**src/flash_seq_defs.svh**
```systemverilog
// Constants of the flash command sequencer: register offsets, field positions,
// reset values, flash command bytes and timing counts.
// Assumes a 200 MHz system clock and a byte-wide flash on an asynchronous bus.
`ifndef FLASH_SEQ_DEFS_SVH
`define FLASH_SEQ_DEFS_SVH

// Register offsets on the APB side
`define REG_CMD 8'h00
`define REG_ADDR 8'h04
`define REG_DATA 8'h08
`define REG_STATUS 8'h0c

// Status register field positions
`define STAT_BUSY 0
`define STAT_DONE 1
`define STAT_FAIL 2
`define STAT_WINDOW 3
`define STAT_SUSP 4
`define STAT_REJECT 5
`define STAT_TIMEOUT 6
`define STAT_LAST_LSB 8

// Reset values
`define ADDR_RST 19'h00000
`define DATA_RST 8'h00

// Flash status byte bit positions
`define POLL_BIT 7
`define TOGGLE_BIT 6
`define TIMEOUT_BIT 5

// Flash command addresses and bytes
`define UNLOCK1_ADDR 19'h00555
`define UNLOCK2_ADDR 19'h002aa
`define UNLOCK1_DATA 8'haa
`define UNLOCK2_DATA 8'h55
`define CMD_ERASE_SETUP 8'h80
`define CMD_CHIP_ERASE 8'h10
`define CMD_SECTOR_ERASE 8'h30
`define CMD_PROGRAM 8'ha0
`define CMD_SUSPEND 8'hb0
`define CMD_RESUME 8'h30
`define CMD_RESET 8'hf0

// Timing: least times in ns round up to whole cycles
`define CLK_MHZ 200
`define NS_TO_CYC(ns) ((((ns) * `CLK_MHZ) + 999) / 1000)
`define T_AS_NS 10
`define T_WP_NS 50
`define T_WPH_NS 30
`define T_ACC_NS 120
`define T_RGAP_NS 30
`define T_AS_CYC `NS_TO_CYC(`T_AS_NS)
`define T_WP_CYC `NS_TO_CYC(`T_WP_NS)
`define T_WPH_CYC `NS_TO_CYC(`T_WPH_NS)
`define T_ACC_CYC `NS_TO_CYC(`T_ACC_NS)
`define T_RGAP_CYC `NS_TO_CYC(`T_RGAP_NS)
`define SYNC_CYC 2
// Sector load window, a longest time, rounds down
`define T_WINDOW_US 30
`define T_WINDOW_CYC (`T_WINDOW_US * `CLK_MHZ)
`define WINDOW_MARGIN_CYC 64

`endif

```
**src/flash_seq_pkg.sv**
```systemverilog
// Types of the flash command sequencer: operations, engine states, pin bundle.
// Assumes the constants header is included by the design file.
package flash_seq_pkg;

  // Operation codes as software writes them (position in the list)
  typedef enum logic [3:0] {
    OP_NONE, OP_READ, OP_PROGRAM, OP_CHIP_ERASE, OP_SECTOR_ERASE,
    OP_ADD_SECTOR, OP_SUSPEND, OP_RESUME, OP_RESET
  } op_e;

  typedef enum logic [2:0] {
    ST_IDLE, ST_W_SETUP, ST_W_PULSE, ST_W_HOLD, ST_R_ACC, ST_R_GAP, ST_WINDOW
  } state_e;

  // Flash pins driven by the controller
  typedef struct packed {
    logic ce_n;
    logic we_n;
    logic oe_n;
    logic [18:0] addr;
    logic [7:0] dq_out;
    logic dq_oe_n;
  } flash_pins_s;

endpackage : flash_seq_pkg

```
**src/flash_erase_program_sequencer.sv**
```systemverilog
// Host-side command sequencer for a byte-wide parallel flash: issues unlock,
// program, erase, suspend, resume and reset sequences and polls status bits.
// Assumes an APB master on sys_clk and a flash whose data pins return
// asynchronously; the board resolves dq from dq_out and dq_oe_n.
//
// The placing of the registers and the APB register port were decided locally.
`timescale 1ns/1ps
`include "flash_seq_defs.svh"

module flash_erase_program_sequencer #(
  parameter int unsigned WINDOW_CYC = `T_WINDOW_CYC
) (
  // Clock and reset
  input wire logic sys_clk,
  input wire logic arst_n,
  // APB slave
  input wire logic [7:0] paddr,
  input wire logic psel,
  input wire logic penable,
  input wire logic pwrite,
  input wire logic [31:0] pwdata,
  output logic [31:0] prdata,
  output logic pready,
  output logic pslverr,
  // Flash pins
  output flash_seq_pkg::flash_pins_s pins,
  input wire logic [7:0] dq_in
);

  localparam logic [15:0] AS_LD = 16'(`T_AS_CYC - 1);
  localparam logic [15:0] WP_LD = 16'(`T_WP_CYC - 1);
  localparam logic [15:0] WPH_LD = 16'(`T_WPH_CYC - 1);
  localparam logic [15:0] ACC_LD = 16'(`T_ACC_CYC + `SYNC_CYC - 1);
  localparam logic [15:0] RGAP_LD = 16'(`T_RGAP_CYC - 1);
  localparam logic [19:0] WIN_END = 20'(WINDOW_CYC);
  localparam logic [19:0] WIN_ADD = 20'(WINDOW_CYC - `WINDOW_MARGIN_CYC);

  // Address and data of one command write
  function automatic logic [26:0] step_of(flash_seq_pkg::op_e op, logic [2:0] idx,
                                          logic [18:0] a, logic [7:0] d);
    logic [18:0] sa;
    logic [7:0] sd;
    sa = 19'h00000;
    sd = 8'h00;
    case (op)
      flash_seq_pkg::OP_SUSPEND: sd = `CMD_SUSPEND;
      flash_seq_pkg::OP_RESUME: sd = `CMD_RESUME;
      flash_seq_pkg::OP_RESET: sd = `CMD_RESET;
      flash_seq_pkg::OP_ADD_SECTOR: begin
        sa = a;
        sd = `CMD_SECTOR_ERASE;
      end
      default: begin
        case (idx)
          3'd0, 3'd3: begin
            sa = `UNLOCK1_ADDR;
            sd = `UNLOCK1_DATA;
          end
          3'd1, 3'd4: begin
            sa = `UNLOCK2_ADDR;
            sd = `UNLOCK2_DATA;
          end
          3'd2: begin
            sa = `UNLOCK1_ADDR;
            sd = (op == flash_seq_pkg::OP_PROGRAM) ? `CMD_PROGRAM : `CMD_ERASE_SETUP;
          end
          default: begin
            sa = `UNLOCK1_ADDR;
            sd = `CMD_CHIP_ERASE;
            if (op == flash_seq_pkg::OP_SECTOR_ERASE) begin
              sa = a;
              sd = `CMD_SECTOR_ERASE;
            end
          end
        endcase
        if (op == flash_seq_pkg::OP_PROGRAM && idx == 3'd3) begin
          sa = a;
          sd = d;
        end
      end
    endcase
    return {sa, sd};
  endfunction : step_of

  // Index of the last write of each operation
  function automatic logic [2:0] last_step(flash_seq_pkg::op_e op);
    case (op)
      flash_seq_pkg::OP_PROGRAM: last_step = 3'd3;
      flash_seq_pkg::OP_CHIP_ERASE, flash_seq_pkg::OP_SECTOR_ERASE: last_step = 3'd5;
      default: last_step = 3'd0;
    endcase
  endfunction : last_step

  flash_seq_pkg::state_e state_r, state_nxt;
  flash_seq_pkg::op_e op_r, op_nxt, pend_r, pend_nxt;
  flash_seq_pkg::flash_pins_s pins_r, pins_nxt;
  logic [15:0] cnt_r, cnt_nxt;
  logic [19:0] win_r, win_nxt;
  logic [2:0] step_r, step_nxt;
  logic [18:0] addr_reg_r, addr_reg_nxt, op_addr_r, op_addr_nxt;
  logic [7:0] data_reg_r, data_reg_nxt, op_data_r, op_data_nxt;
  logic [7:0] prev_r, prev_nxt, last_r, last_nxt;
  logic polling_r, polling_nxt, first_r, first_nxt, q5_r, q5_nxt;
  logic done_r, done_nxt, fail_r, fail_nxt, susp_r, susp_nxt;
  logic rej_r, rej_nxt, tmo_r, tmo_nxt;
  logic [31:0] prdata_r, prdata_nxt;
  logic pready_r, pready_nxt, pslverr_r, pslverr_nxt;
  logic [7:0] dq_s1_r, dq_s2_r;
  logic [31:0] status_word;
  logic sector_op;

  assign status_word = {16'h0000, last_r, 1'b0, tmo_r, rej_r, susp_r,
                        state_r == flash_seq_pkg::ST_WINDOW, fail_r, done_r,
                        state_r != flash_seq_pkg::ST_IDLE};
  assign sector_op = op_r == flash_seq_pkg::OP_SECTOR_ERASE ||
                     op_r == flash_seq_pkg::OP_ADD_SECTOR ||
                     op_r == flash_seq_pkg::OP_RESUME;

  // Data pins cross from the flash's asynchronous timing
  always_ff @(posedge sys_clk or negedge arst_n) begin
    if (!arst_n) begin
      dq_s1_r <= 8'h00;
      dq_s2_r <= 8'h00;
    end else begin
      dq_s1_r <= dq_in;
      dq_s2_r <= dq_s1_r;
    end
  end

  // Next values of bus slave, command engine and pins
  always_comb begin
    flash_seq_pkg::op_e take;
    logic [26:0] st;
    logic acc;
    take = flash_seq_pkg::OP_NONE;
    st = 27'h0;
    acc = psel && penable && pready_r;
    state_nxt = state_r;
    op_nxt = op_r;
    pend_nxt = pend_r;
    cnt_nxt = (cnt_r != 16'h0000) ? cnt_r - 16'h0001 : cnt_r;
    win_nxt = win_r;
    step_nxt = step_r;
    addr_reg_nxt = addr_reg_r;
    data_reg_nxt = data_reg_r;
    op_addr_nxt = op_addr_r;
    op_data_nxt = op_data_r;
    prev_nxt = prev_r;
    last_nxt = last_r;
    polling_nxt = polling_r;
    first_nxt = first_r;
    q5_nxt = q5_r;
    done_nxt = done_r;
    fail_nxt = fail_r;
    susp_nxt = susp_r;
    rej_nxt = rej_r;
    tmo_nxt = tmo_r;
    // Answer in the first access cycle; data fixed during setup
    pready_nxt = psel && !penable;
    pslverr_nxt = 1'b0;
    prdata_nxt = prdata_r;
    if (psel && !penable) begin
      case (paddr)
        `REG_CMD: prdata_nxt = {28'h0000000, pend_r};
        `REG_ADDR: prdata_nxt = {13'h0000, addr_reg_r};
        `REG_DATA: prdata_nxt = {24'h000000, data_reg_r};
        `REG_STATUS: prdata_nxt = status_word;
        default: begin
          prdata_nxt = 32'h00000000;
          pslverr_nxt = 1'b1;
        end
      endcase
    end
    if (acc && pwrite) begin
      case (paddr)
        `REG_ADDR: addr_reg_nxt = pwdata[18:0];
        `REG_DATA: data_reg_nxt = pwdata[7:0];
        `REG_CMD: begin
          // One order may wait; a second or unknown one is refused
          if (pend_r == flash_seq_pkg::OP_NONE && pwdata[3:0] != 4'h0 &&
              pwdata[3:0] <= 4'h8) begin
            pend_nxt = flash_seq_pkg::op_e'(pwdata[3:0]);
          end else begin
            rej_nxt = 1'b1;
          end
        end
        default: ;
      endcase
    end
    case (state_r)
      flash_seq_pkg::ST_IDLE: begin
        if (pend_r != flash_seq_pkg::OP_NONE) begin
          pend_nxt = flash_seq_pkg::OP_NONE;
          if (susp_r) begin
            if (pend_r == flash_seq_pkg::OP_READ || pend_r == flash_seq_pkg::OP_PROGRAM ||
                pend_r == flash_seq_pkg::OP_RESUME) begin
              take = pend_r;
            end else begin
              rej_nxt = 1'b1;
            end
          end else if (pend_r == flash_seq_pkg::OP_ADD_SECTOR ||
                       pend_r == flash_seq_pkg::OP_SUSPEND ||
                       pend_r == flash_seq_pkg::OP_RESUME) begin
            rej_nxt = 1'b1;
          end else begin
            take = pend_r;
          end
        end
      end
      flash_seq_pkg::ST_W_SETUP: begin
        if (cnt_r == 16'h0000) begin
          state_nxt = flash_seq_pkg::ST_W_PULSE;
          cnt_nxt = WP_LD;
        end
      end
      flash_seq_pkg::ST_W_PULSE: begin
        if (cnt_r == 16'h0000) begin
          state_nxt = flash_seq_pkg::ST_W_HOLD;
          cnt_nxt = WPH_LD;
        end
      end
      flash_seq_pkg::ST_W_HOLD: begin
        if (cnt_r == 16'h0000) begin
          if (step_r != last_step(op_r)) begin
            step_nxt = step_r + 3'd1;
            state_nxt = flash_seq_pkg::ST_W_SETUP;
            cnt_nxt = AS_LD;
          end else begin
            case (op_r)
              flash_seq_pkg::OP_SECTOR_ERASE, flash_seq_pkg::OP_ADD_SECTOR: begin
                state_nxt = flash_seq_pkg::ST_WINDOW;
                win_nxt = 20'h00000;
              end
              flash_seq_pkg::OP_SUSPEND: begin
                susp_nxt = 1'b1;
                done_nxt = 1'b1;
                state_nxt = flash_seq_pkg::ST_IDLE;
              end
              flash_seq_pkg::OP_RESET: begin
                done_nxt = 1'b1;
                state_nxt = flash_seq_pkg::ST_IDLE;
              end
              default: begin
                // Status is valid right after the last write
                if (op_r == flash_seq_pkg::OP_RESUME) begin
                  susp_nxt = 1'b0;
                end
                polling_nxt = 1'b1;
                first_nxt = 1'b1;
                q5_nxt = 1'b0;
                state_nxt = flash_seq_pkg::ST_R_ACC;
                cnt_nxt = ACC_LD;
              end
            endcase
          end
        end
      end
      flash_seq_pkg::ST_R_ACC: begin
        if (cnt_r == 16'h0000) begin
          last_nxt = dq_s2_r;
          state_nxt = flash_seq_pkg::ST_R_GAP;
          cnt_nxt = RGAP_LD;
          if (!polling_r) begin
            done_nxt = 1'b1;
          end else if (first_r) begin
            prev_nxt = dq_s2_r;
            first_nxt = 1'b0;
          end else if (dq_s2_r[`TOGGLE_BIT] == prev_r[`TOGGLE_BIT]) begin
            // Toggle steady over two reads: operation over
            polling_nxt = 1'b0;
            done_nxt = 1'b1;
            if (op_r == flash_seq_pkg::OP_PROGRAM) begin
              fail_nxt = dq_s2_r[7:6] != op_data_r[7:6];
            end else begin
              fail_nxt = !dq_s2_r[`POLL_BIT];
            end
          end else begin
            prev_nxt = dq_s2_r;
            if (dq_s2_r[`TIMEOUT_BIT]) begin
              // Toggle may stop just as the flag rises: one more pair
              tmo_nxt = 1'b1;
              if (q5_r) begin
                polling_nxt = 1'b0;
                done_nxt = 1'b1;
                fail_nxt = 1'b1;
              end else begin
                q5_nxt = 1'b1;
                first_nxt = 1'b1;
              end
            end
          end
        end
      end
      flash_seq_pkg::ST_R_GAP: begin
        if (cnt_r == 16'h0000) begin
          if (!polling_r) begin
            state_nxt = flash_seq_pkg::ST_IDLE;
          end else if (sector_op && pend_r == flash_seq_pkg::OP_SUSPEND) begin
            pend_nxt = flash_seq_pkg::OP_NONE;
            polling_nxt = 1'b0;
            take = flash_seq_pkg::OP_SUSPEND;
          end else begin
            state_nxt = flash_seq_pkg::ST_R_ACC;
            cnt_nxt = ACC_LD;
          end
        end
      end
      flash_seq_pkg::ST_WINDOW: begin
        win_nxt = win_r + 20'h00001;
        if (pend_r == flash_seq_pkg::OP_ADD_SECTOR && win_r < WIN_ADD) begin
          pend_nxt = flash_seq_pkg::OP_NONE;
          take = flash_seq_pkg::OP_ADD_SECTOR;
        end else if (pend_r == flash_seq_pkg::OP_SUSPEND) begin
          pend_nxt = flash_seq_pkg::OP_NONE;
          take = flash_seq_pkg::OP_SUSPEND;
        end else if (pend_r != flash_seq_pkg::OP_NONE) begin
          // Anything else here would abort the erase in the flash
          pend_nxt = flash_seq_pkg::OP_NONE;
          rej_nxt = 1'b1;
        end else if (win_r >= WIN_END) begin
          polling_nxt = 1'b1;
          first_nxt = 1'b1;
          q5_nxt = 1'b0;
          state_nxt = flash_seq_pkg::ST_R_ACC;
          cnt_nxt = ACC_LD;
        end
      end
      default: state_nxt = flash_seq_pkg::ST_IDLE;
    endcase
    // Launch an accepted order
    if (take != flash_seq_pkg::OP_NONE) begin
      op_nxt = take;
      step_nxt = 3'd0;
      done_nxt = 1'b0;
      fail_nxt = 1'b0;
      // A command refused in this same cycle keeps its flag
      rej_nxt = acc && pwrite && paddr == `REG_CMD;
      tmo_nxt = 1'b0;
      if (take != flash_seq_pkg::OP_SUSPEND) begin
        op_addr_nxt = addr_reg_r;
        op_data_nxt = data_reg_r;
      end
      if (take == flash_seq_pkg::OP_READ) begin
        state_nxt = flash_seq_pkg::ST_R_ACC;
        cnt_nxt = ACC_LD;
      end else begin
        state_nxt = flash_seq_pkg::ST_W_SETUP;
        cnt_nxt = AS_LD;
      end
    end
    // Pins follow the next state
    st = step_of(op_nxt, step_nxt, op_addr_nxt, op_data_nxt);
    pins_nxt = pins_r;
    pins_nxt.ce_n = 1'b1;
    pins_nxt.we_n = 1'b1;
    pins_nxt.oe_n = 1'b1;
    pins_nxt.dq_oe_n = 1'b1;
    case (state_nxt)
      flash_seq_pkg::ST_W_SETUP, flash_seq_pkg::ST_W_PULSE, flash_seq_pkg::ST_W_HOLD: begin
        pins_nxt.ce_n = 1'b0;
        pins_nxt.we_n = state_nxt != flash_seq_pkg::ST_W_PULSE;
        pins_nxt.dq_oe_n = 1'b0;
        pins_nxt.addr = st[26:8];
        pins_nxt.dq_out = st[7:0];
      end
      flash_seq_pkg::ST_R_ACC: begin
        pins_nxt.ce_n = 1'b0;
        pins_nxt.oe_n = 1'b0;
        pins_nxt.addr = op_addr_nxt;
      end
      default: ;
    endcase
  end

  // Register all state but the data pin synchronizer
  always_ff @(posedge sys_clk or negedge arst_n) begin
    if (!arst_n) begin
      state_r <= flash_seq_pkg::ST_IDLE;
      op_r <= flash_seq_pkg::OP_NONE;
      pend_r <= flash_seq_pkg::OP_NONE;
      pins_r <= '{ce_n: 1'b1, we_n: 1'b1, oe_n: 1'b1, addr: `ADDR_RST,
                  dq_out: `DATA_RST, dq_oe_n: 1'b1};
      cnt_r <= 16'h0000;
      win_r <= 20'h00000;
      step_r <= 3'h0;
      addr_reg_r <= `ADDR_RST;
      data_reg_r <= `DATA_RST;
      op_addr_r <= `ADDR_RST;
      op_data_r <= `DATA_RST;
      prev_r <= 8'h00;
      last_r <= 8'h00;
      {polling_r, first_r, q5_r, done_r, fail_r, susp_r, rej_r, tmo_r} <= 8'h00;
      prdata_r <= 32'h00000000;
      pready_r <= 1'b0;
      pslverr_r <= 1'b0;
    end else begin
      state_r <= state_nxt;
      op_r <= op_nxt;
      pend_r <= pend_nxt;
      pins_r <= pins_nxt;
      cnt_r <= cnt_nxt;
      win_r <= win_nxt;
      step_r <= step_nxt;
      addr_reg_r <= addr_reg_nxt;
      data_reg_r <= data_reg_nxt;
      op_addr_r <= op_addr_nxt;
      op_data_r <= op_data_nxt;
      prev_r <= prev_nxt;
      last_r <= last_nxt;
      {polling_r, first_r, q5_r, done_r, fail_r, susp_r, rej_r, tmo_r} <=
        {polling_nxt, first_nxt, q5_nxt, done_nxt, fail_nxt, susp_nxt, rej_nxt, tmo_nxt};
      prdata_r <= prdata_nxt;
      pready_r <= pready_nxt;
      pslverr_r <= pslverr_nxt;
    end
  end

  assign prdata = prdata_r;
  assign pready = pready_r;
  assign pslverr = pslverr_r;
  assign pins = pins_r;

endmodule : flash_erase_program_sequencer

```
**config.mk**
```make
export PLATFORM = sky130hd
export DESIGN_NAME = flash_erase_program_sequencer
export DESIGN_NICKNAME = d
export VERILOG_FILES = /design/src/flash_seq_pkg.sv /design/src/flash_erase_program_sequencer.sv
export VERILOG_INCLUDE_DIRS = /design/src
export SDC_FILE = /design/constraint.sdc
export NUM_CORES = 1
export LEC_CHECK = 0
export BUFFER_PORTS_ARGS = -buffer_cell sky130_fd_sc_hd__buf_2
export CAP_MARGIN = 20
export CORE_ASPECT_RATIO = 0.7
export CORE_MARGIN = 2
export CORE_UTILIZATION = 45
export DETAILED_ROUTE_END_ITERATION = 8
export SKIP_LAST_GASP = 1
export SLEW_MARGIN = 20
export SYNTH_ARGS = -nofsm -noshare
export SYNTH_HDL_FRONTEND = slang
export SYNTH_SLANG_ARGS = --single-unit
```
**constraint.sdc**
```tcl
create_clock -name sys_clk -period 5.3 [get_ports sys_clk]
set_input_delay 0.795 -clock sys_clk [delete_from_list [all_inputs] [get_ports sys_clk]]
set_output_delay 0.795 -clock sys_clk [all_outputs]
set_load 0.02 [all_outputs]
```
==> flow_summary.json, run 1 <==
{
  "cts_buffer_depth": 2,
  "crit_fanout": 23,
  "ys_types": 89,
  "place_ws_ns": 1.34,
  "max_stage_delay_ns": 0.78,
  "setup_slack_ns": 1.26,
  "grt_max_degree": 117,
  "clk_pin_slew_ns": 0.07,
  "ios": 118,
  "grt_pass1_wl_um": 36700,
  "power.density_nw_per_um2": 341,
  "synth_ff_type": "dfrtp_1",
  "fin_skew_ns": 0.0122,
  "place_congestion": 0.824,
  "power_mw": 3.60,
  "r2r-start": "state_r[0]",
  "drive_above_1_share_pct": 22.3,
  "fp.dieH_um": 124,
  "viasPerCell": 5.52,
  "fp.dieW_um": 176,
  "finalCritPeriodShare_pct": 76.2,
  "drv_slew": 0,
  "hpwlAfterDp_um": 16500,
  "setup_violations": 0,
  "rsz0062_at_grt": "no",
  "critical_path_class": "flop to flop",
  "row_count": 44,
  "numCtsBuffers": 17,
  "wl_per_cell_um": 18.2,
  "grt_usage_pct": 21.6,
  "netlist_instances": 900,
  "finalHoldViolations": 0,
  "outcome": "finished, final reports clean",
  "synth_seq_cells": 189,
  "synth_top_cell_by_area": "dfrtp_1",
  "dp_cells": 1237,
  "netlist_area_sq_um": 9330,
  "synth.top_cell.area_share_pct": 49.6,
  "vias": 7002,
  "post-cts-setup-buffers": 0,
  "relSlewSlack_pct": 37.2,
  "arrival_ns": 4.34,
  "grt_pass1_vias": 6408,
  "r2r_cells": 9,
  "coreArea_sq_um": 20500,
  "cts-root-buf": "clkbuf_16",
  "antenna_cells": 0,
  "worst_setup_path_start_kind": "flop",
  "port_buffers": 91,
  "crit_path_cell_trace": "nand3b_1 -> nor3_1 -> a41oi_2 -> nand4_4 -> o32a_2 -> nand4_1 -> or3_1 -> o311a_1 -> o21ai_1",
  "ant_nets": 0,
  "final_cell_area_sq_um": 10600,
  "worst_slew_pin_slew_ns": 0.941,
  "wl_um": 23100,
  "area_growth_pct": 13.3,
  "peakVddDrop_uv": 261,
  "cts_tree": "built",
  "cts_hold_buf": 0,
  "synth_edf_count": 0,
  "place_area_sq_um": 10000,
  "hold_start": "dq_s1_r[4]",
  "hold-path-cell-count": 0,
  "hp-class": "flop to flop",
  "reg2reg_slack_ns": 1.26,
  "synth_warnings": 0,
  "cts_sinks": 189,
  "clk_latency_ns": 0.44,
  "grt.overflow.total": 0,
  "finalCriticalPeriod_ns": 4.04,
  "drv_cap": 0,
  "fmax_mhz": 248,
  "first_pass_iters": 5,
  "r2r-end": "pins[20]",
  "ys_seq_area_share_pct": 50.7,
  "fin_nets": 1039,
  "required_ns": 5.60,
  "dieArea_sq_um": 21900,
  "cts_max_level": 4,
  "synth_area_per_cell_sq_um": 10.4,
  "worst_path_max_delay_cell": "dfrtp_1",
  "hold_path_end": "dq_s2_r[4]",
  "drt-initial-drc-count": 731,
  "cellLeakagePower_nw": 4.97,
  "synthTopCellsByArea": "dfrtp_1 50%, mux2_2 6.9%, nand2_1 3.6%",
  "initial_utilization_pct": 45.4,
  "cts-resized-gates": 0,
  "final_cells": 1268,
  "antenna_found_initial": 0,
  "finalSetupTns_ns": 0,
  "endpoint_kind": "flop",
  "ys_async_sr_fraction_pct": 100,
  "drc": 0
}
cell usage in the layout, fill, tap and decap left out, types with 12 or more instances in the layout:
master / instances
nand2b_1: 12
o21ai_0: 40
nor3_1: 18
nor2_1: 86
nand3_1: 23
conb_1: 13
xnor2_1: 23
mux2i_1: 19
nor4_1: 13
a21oi_1: 37
inv_1: 34
buf_2: 90
nand2_1: 89
dfrtp_1: 185
clkbuf_16: 17
mux2_2: 57
registers in the layout, summed over array words and instances (netlist names), 3 cells and up:
signal and count:
last_r 8, dq_s1_r 8, op_data_r 8, pend_r 4
op_addr_r 19, cnt_r 16, step_r 3, win_r 20
dq_s2_r 8, pins 31, addr_reg_r 19, op_r 4
prdata 19, state_r 3, data_reg_r 8
critical path: cells and delay by family (launching register included):
family             cells  cell delay [ns]
AOI/OAI and AO/OA      4             1.66
and+or+nand+nor        5             1.46
DFF                    1             0.78
per-layer routing:
layer	share of wire, %	track usage [%]	routed length, um
met2	37	25.8	8610
met3	6.4	4.88	1470
met4	0.75	4.52	174
met5	0	0	0
met1	56	37.9	12800
area by class of cell:
type,instances,area (sq um)
sequential,189,4730
clock buffer,24,492
timing repair buffer,100,544
inverter,37,139
multi-input combinational,635,4240
fill,1856,9960
clock inverter,7,77.6
tap,276,345
power breakdown:
group	total, mW	switching [mW]	internal (mW)	leakage (nW)
logic	0.638	0.396	0.242	2.17
clock network	1.25	0.551	0.701	0.278
registers	1.71	0.128	1.58	2.53
worst max-delay path by stage:
stage / cells after the start / startpoint / endpoint
6_report: 9 / state_r[0] / pins[20]
5_1_grt: 9 / state_r[0] / pins[26]
4_1_cts: 9 / state_r[0] / pins[20]
3_5_place_dp: 9 / state_r[0] / pins[20]
3_3_place_gp: 9 / state_r[0] / pins[21]
2_1_floorplan: 12 / op_r[0] / pins[23]
stage by stage:
| stage | hold WS (ns) | util (%) |
|---|---|---|
| 2_1_floorplan | 0.331 | - |
| 3_3_place_gp | 0.332 | 48.7 |
| 3_5_place_dp | 0.335 | 48.7 |
| 4_1_cts | 0.350 | 51.5 |
| 5_1_grt | 0.358 | 51.5 |
| 6_report | 0.349 | 51.5 |
kinds of logic (layout without fill, tap and decap cells):
kind of cell	Yosys count	in the layout	synth area share (%)
mux	81	81	10.1
other cells	1	13	0.0402
simple gates	309	309	16.6
compound gates	192	192	14.2
fa+ha+maj	7	7	0.912
buf+inv	88	168	4.30
xor+xnor	33	33	3.10
flops	189	189	50.7
synthesized netlist by cell type, types with 13 or more instances:
cell type,instances
a21oi_1,37
buf_4,13
clkbuf_1,22
dfrtp_1,185
inv_1,34
mux2_2,57
mux2i_1,19
nand2_1,89
nand3_1,23
nor2_1,86
nor3_1,18
nor4_1,13
o21ai_0,40
xnor2_1,23
Power figures use the tool's default switching activity.
==> run 2: changes to the inputs <==
==> constraint.sdc (replaced) <==
create_clock -name sys_clk -period 4.2 [get_ports sys_clk]
set_input_delay 0.63 -clock sys_clk [delete_from_list [all_inputs] [get_ports sys_clk]]
set_output_delay 0.63 -clock sys_clk [all_outputs]
set_load 0.02 [all_outputs]
==> run 2 against run 1 <==
Sequential power increased by 26%. Worst hold slack got worse by 0.081 ns. Sequential cell count unchanged. Setup slack got worse by 0.76 ns. Routed wire length increased by 2.1%. Largest cell class unchanged.
==> flow_summary.json, run 2 (synthesized netlist as in run 1, its figures left out) <==
{
  "initial_utilization_pct": 45.4,
  "drt-initial-drc-count": 618,
  "coreArea_sq_um": 20500,
  "finalCritPeriodShare_pct": 88.2,
  "required_ns": 4.52,
  "relSlewSlack_pct": 39.2,
  "dieArea_sq_um": 21900,
  "rsz0062_at_grt": "no",
  "row_count": 44,
  "fillCellCount": 1868,
  "postLayoutCoreUtil_pct": 51.8,
  "fin_nets": 1049,
  "grt_pass1_wl_um": 38000,
  "holdWs_ns": 0.267,
  "worst_setup_path_start_kind": "flop",
  "antenna_found_initial": 0,
  "port_buffers": 91,
  "crit_path_cell_trace": "nand3b_1 -> a2111oi_4 -> a41oi_2 -> nand4_4 -> o32a_2 -> nand4_1 -> or3_1 -> or2_0 -> a22o_1",
  "wl_um": 23500,
  "clk_pin_slew_ns": 0.07,
  "cts-root-buf": "clkbuf_16",
  "arrival_ns": 4.03,
  "ios": 118,
  "worst_slew_pin_slew_ns": 0.911,
  "place_ws_ns": 0.530,
  "finalCriticalPeriod_ns": 3.70,
  "outcome": "finished, final reports clean",
  "setup_violations": 0,
  "grt_max_degree": 105,
  "finalHoldViolations": 0,
  "power_mw": 4.58,
  "power.density_nw_per_um2": 430,
  "grt_pass1_vias": 6688,
  "wl_per_cell_um": 18.4,
  "hpwlAfterDp_um": 17000,
  "crit_buf_inv": 0,
  "hp-class": "input port to async pin",
  "final_cells": 1279,
  "cts_buffer_depth": 2,
  "viasPerCell": 5.56,
  "ant_nets": 0,
  "vias": 7115,
  "max_stage_delay_ns": 0.60,
  "finalSetupTns_ns": 0,
  "cts_max_level": 4,
  "fmax_mhz": 270,
  "antenna_cells": 0,
  "layout_common_cells": "185 x dfrtp_1, 90 x buf_2, 89 x nand2_1",
  "drv_cap": 0,
  "place_area_sq_um": 10100,
  "peakVddDrop_uv": 282,
  "post-cts-setup-buffers": 0,
  "largest_reg_flops": 31,
  "drive_above_1_share_pct": 23.1,
  "crit_fanout": 13,
  "place_congestion": 0.860,
  "fp.dieH_um": 124,
  "first_pass_iters": 5,
  "layout_commonest_cell": "dfrtp_1",
  "drc": 0,
  "grt.overflow.total": 0,
  "numCtsBuffers": 17,
  "critPathTopFamily": "simple AND/OR/NAND/NOR gates",
  "final_cell_area_sq_um": 10600,
  "setup_slack_ns": 0.496,
  "critical_path_class": "flop to flop",
  "cts-resized-gates": 0,
  "drv_slew": 0,
  "cts_hold_buf": 0,
  "cellLeakagePower_nw": 5.01,
  "dp_cells": 1247,
  "fp.dieW_um": 176,
  "cts_tree": "built",
  "cts_sinks": 189,
  "endpoint_kind": "flop",
  "grt_usage_pct": 22.3,
  "worst_path_max_delay_cell": "a2111oi_4",
  "area_growth_pct": 14.1,
  "clk_latency_ns": 0.44,
  "fin_skew_ns": 0.0139
}
[run 2: power by group]
| group | internal, mW | switching (mW) | leakage (nW) |
|---|---|---|---|
| combinational | 0.310 | 0.508 | 2.21 |
| clock | 0.909 | 0.700 | 0.277 |
| sequential | 2.00 | 0.154 | 2.53 |
| total | 3.22 | 1.36 | 5.01 |
[run 2: layer usage]
| metal | vias up | share of wire [%] | GRT usage (%) |
|---|---|---|---|
| met2 | 239 | 38 | 27.7 |
| met5 | - | 0 | 0 |
| met4 | 0 | 0.68 | 4.52 |
| li1 | 3370 | - | - |
| met3 | 13 | 5.9 | 4.61 |
| met1 | 3493 | 55 | 38.6 |
[run 2: layout make-up]
| type | instances | area (sq um) | share of cell area, % |
|---|---|---|---|
| clock buffers | 22 | 464 | 4.36 |
| repair buffers | 110 | 607 | 5.70 |
| multi-input cells | 635 | 4240 | 39.8 |
| clock inverters | 10 | 115 | 1.08 |
| inverters | 37 | 139 | 1.30 |
| flip-flops and latches | 189 | 4730 | 44.5 |
| well taps | 276 | 345 | 3.24 |
[run 2: path summary, 6_finish.rpt]
| check | from | endpoint | slack (ns) | cells past startpoint |
|---|---|---|---|---|
| max in group asynchronous | arst_n | op_addr_r[7] | 2.97 | 2 |
| min in group sys_clk | dq_in[4] | dq_s1_r[4] | 0.30 | 1 |
| worst max register to register | pend_r[3] | pins[2] | 0.50 | 9 |
| worst min register to register | dq_s1_r[4] | dq_s2_r[4] | 0.35 | 0 |
| worst min-delay path | arst_n | cnt_r[7] | 0.27 | 1 |
| worst max-delay path | pend_r[3] | pins[2] | 0.50 | 9 |
==> run 3: changes to the inputs <==
--- a/config.mk
+++ b/config.mk
@@ -9,7 +9,6 @@
 export BUFFER_PORTS_ARGS = -buffer_cell sky130_fd_sc_hd__buf_2
 export CAP_MARGIN = 20
 export CORE_ASPECT_RATIO = 0.7
-export CORE_MARGIN = 2
 export CORE_UTILIZATION = 45
 export DETAILED_ROUTE_END_ITERATION = 8
 export SKIP_LAST_GASP = 1
==> run 3 against run 2 <==
Sequential power about the same. Via count grew 1.5%. Critical path depth grew 3. Count of clock-buffer cells in the layout decreased by 2. Global-route usage rose by 0.38 points. Clock power barely moved. Sequential share of layout area about the same. Routed wire length shrank 0.36%. Design area is 0.11% higher. Critical path type unchanged. Critical endpoint is now pins[9].
==> flow_summary.json, run 3 (synthesized netlist as in run 1, its figures left out) <==
{
  "outcome": "finished, final reports clean",
  "required_ns": 4.56,
  "drive_above_1_share_pct": 23.3,
  "reg2reg_slack_ns": 0.47,
  "power.density_nw_per_um2": 430,
  "worst_slew_pin_slew_ns": 0.959,
  "clk_pin_slew_ns": 0.07,
  "fillCellCount": 1813,
  "r2r-start": "cnt_r[3]",
  "grt_pass1_wl_um": 36800,
  "final_cells": 1274,
  "cts-root-buf": "clkbuf_16",
  "multiInputGateArea_sq_um": 4240,
  "fin_skew_ns": 0.00853,
  "cts_buffer_depth": 2,
  "relSlewSlack_pct": 36.1,
  "cts_tree": "built",
  "grt_max_degree": 94,
  "finalHoldViolations": 0,
  "wl_per_cell_um": 18.4,
  "cellLeakagePower_nw": 5.03,
  "wl_um": 23500,
  "fin_nets": 1051,
  "grt_pass1_vias": 6416,
  "hp-class": "input port to async pin",
  "initial_utilization_pct": 46.5,
  "layout_common_cells": "185 x dfrtp_1, 90 x buf_2, 89 x nand2_1",
  "area_growth_pct": 14.2,
  "coreArea_sq_um": 20100,
  "drc": 0,
  "peakVddDrop_uv": 291,
  "place_area_sq_um": 10100,
  "cts-resized-gates": 0,
  "drv_cap": 0,
  "final_cell_area_sq_um": 10700,
  "endpoint_kind": "flop",
  "finalSetupTns_ns": 0,
  "largest_reg_flops": 31,
  "fp.dieW_um": 174,
  "cts_sinks": 189,
  "port_buffers": 91,
  "drv_slew": 0,
  "fmax_mhz": 268,
  "cts_max_level": 4,
  "worst_setup_path_start_kind": "flop",
  "antenna_cells": 0,
  "place_congestion": 0.889,
  "grt_usage_pct": 22.7,
  "dieArea_sq_um": 21300,
  "ant_nets": 0,
  "clk_latency_ns": 0.44,
  "antenna_found_initial": 0,
  "setup_violations": 0,
  "cp-startpoint": "cnt_r[3]",
  "postLayoutCoreUtil_pct": 53.1,
  "vias": 7224,
  "crit_fanout": 12,
  "hpwlAfterDp_um": 17000,
  "final-seq-area_sq_um": 4730,
  "critical_path_class": "flop to flop",
  "cts_hold_buf": 0,
  "dp_cells": 1243,
  "numCtsBuffers": 17,
  "viasPerCell": 5.67,
  "grt.overflow.total": 0,
  "post-cts-setup-buffers": 0,
  "fp.dieH_um": 122,
  "layout_commonest_cell": "dfrtp_1",
  "row_count": 43,
  "ios": 118,
  "rsz0062_at_grt": "no",
  "endpoint": "pins[9]",
  "finalCritPeriodShare_pct": 88.8,
  "finalCriticalPeriod_ns": 3.73,
  "r2r_cells": 12,
  "arrival_ns": 4.09,
  "drt-initial-drc-count": 773,
  "first_pass_iters": 5,
  "r2r-end": "pins[9]"
}
## run 3: power breakdown
group	leakage [nW]	internal, mW	total (mW)	switching [mW]
combinational	2.22	0.311	0.809	0.498
clock	0.283	0.900	1.62	0.715
sequential	2.53	2.00	2.16	0.165
total	5.03	3.21	4.59	1.38
## run 3: critical path: stages (launching register included)
cell and delay [ns]:
dfrtp_1 0.43, nor4_1 0.44, and4_1 0.46, buf_4 0.24, a21oi_1 0.08, a311o_1 0.40, a211o_1 0.24, and3_4 0.22
nor2_8 0.15, inv_2 0.13, nor3_4 0.32, nand4_1 0.33, o211ai_1 0.20
## run 3: layout make-up
class / count / share of cell area (%)
repair buffers: 112 / 5.84
clock buffers: 20 / 4.19
flip-flops and latches: 189 / 44.4
inverters: 37 / 1.30
multi-input cells: 635 / 39.8
well taps: 270 / 3.17
clock inverters: 11 / 1.28
## run 3: worst min path at each step
stage	start	endpoint	slack (ns)	depth (start not counted)
global placement	dq_s1_r[3]	dq_s2_r[3]	0.33	0
finish	arst_n	step_r[2]	0.22	1
detailed placement	dq_s1_r[4]	dq_s2_r[4]	0.33	0
floorplan	arst_n	addr_reg_r[0]	0.33	0
global route	dq_in[4]	dq_s1_r[4]	0.27	1
CTS	arst_n	step_r[2]	0.28	1
## run 3: routing by layer
layer  share of wire, %  wire length, um  vias up  GRT usage, %
li1                   -                -     3391             -
met4               0.85              200        0          5.21
met1                 54            12600     3577          39.0
met2                 39             9040      236          27.5
met5                  0                0        -             0
met3                6.8             1600       20          4.68
## run 3: stage by stage
step	total power, mW	hold slack [ns]	worst slack [ns]
floorplan	2.72	0.331	1.17
global placement	2.99	0.332	0.548
detailed placement	3.00	0.335	0.487
CTS	4.62	0.277	0.468
global route	4.80	0.272	0.128
finish	4.59	0.218	0.472
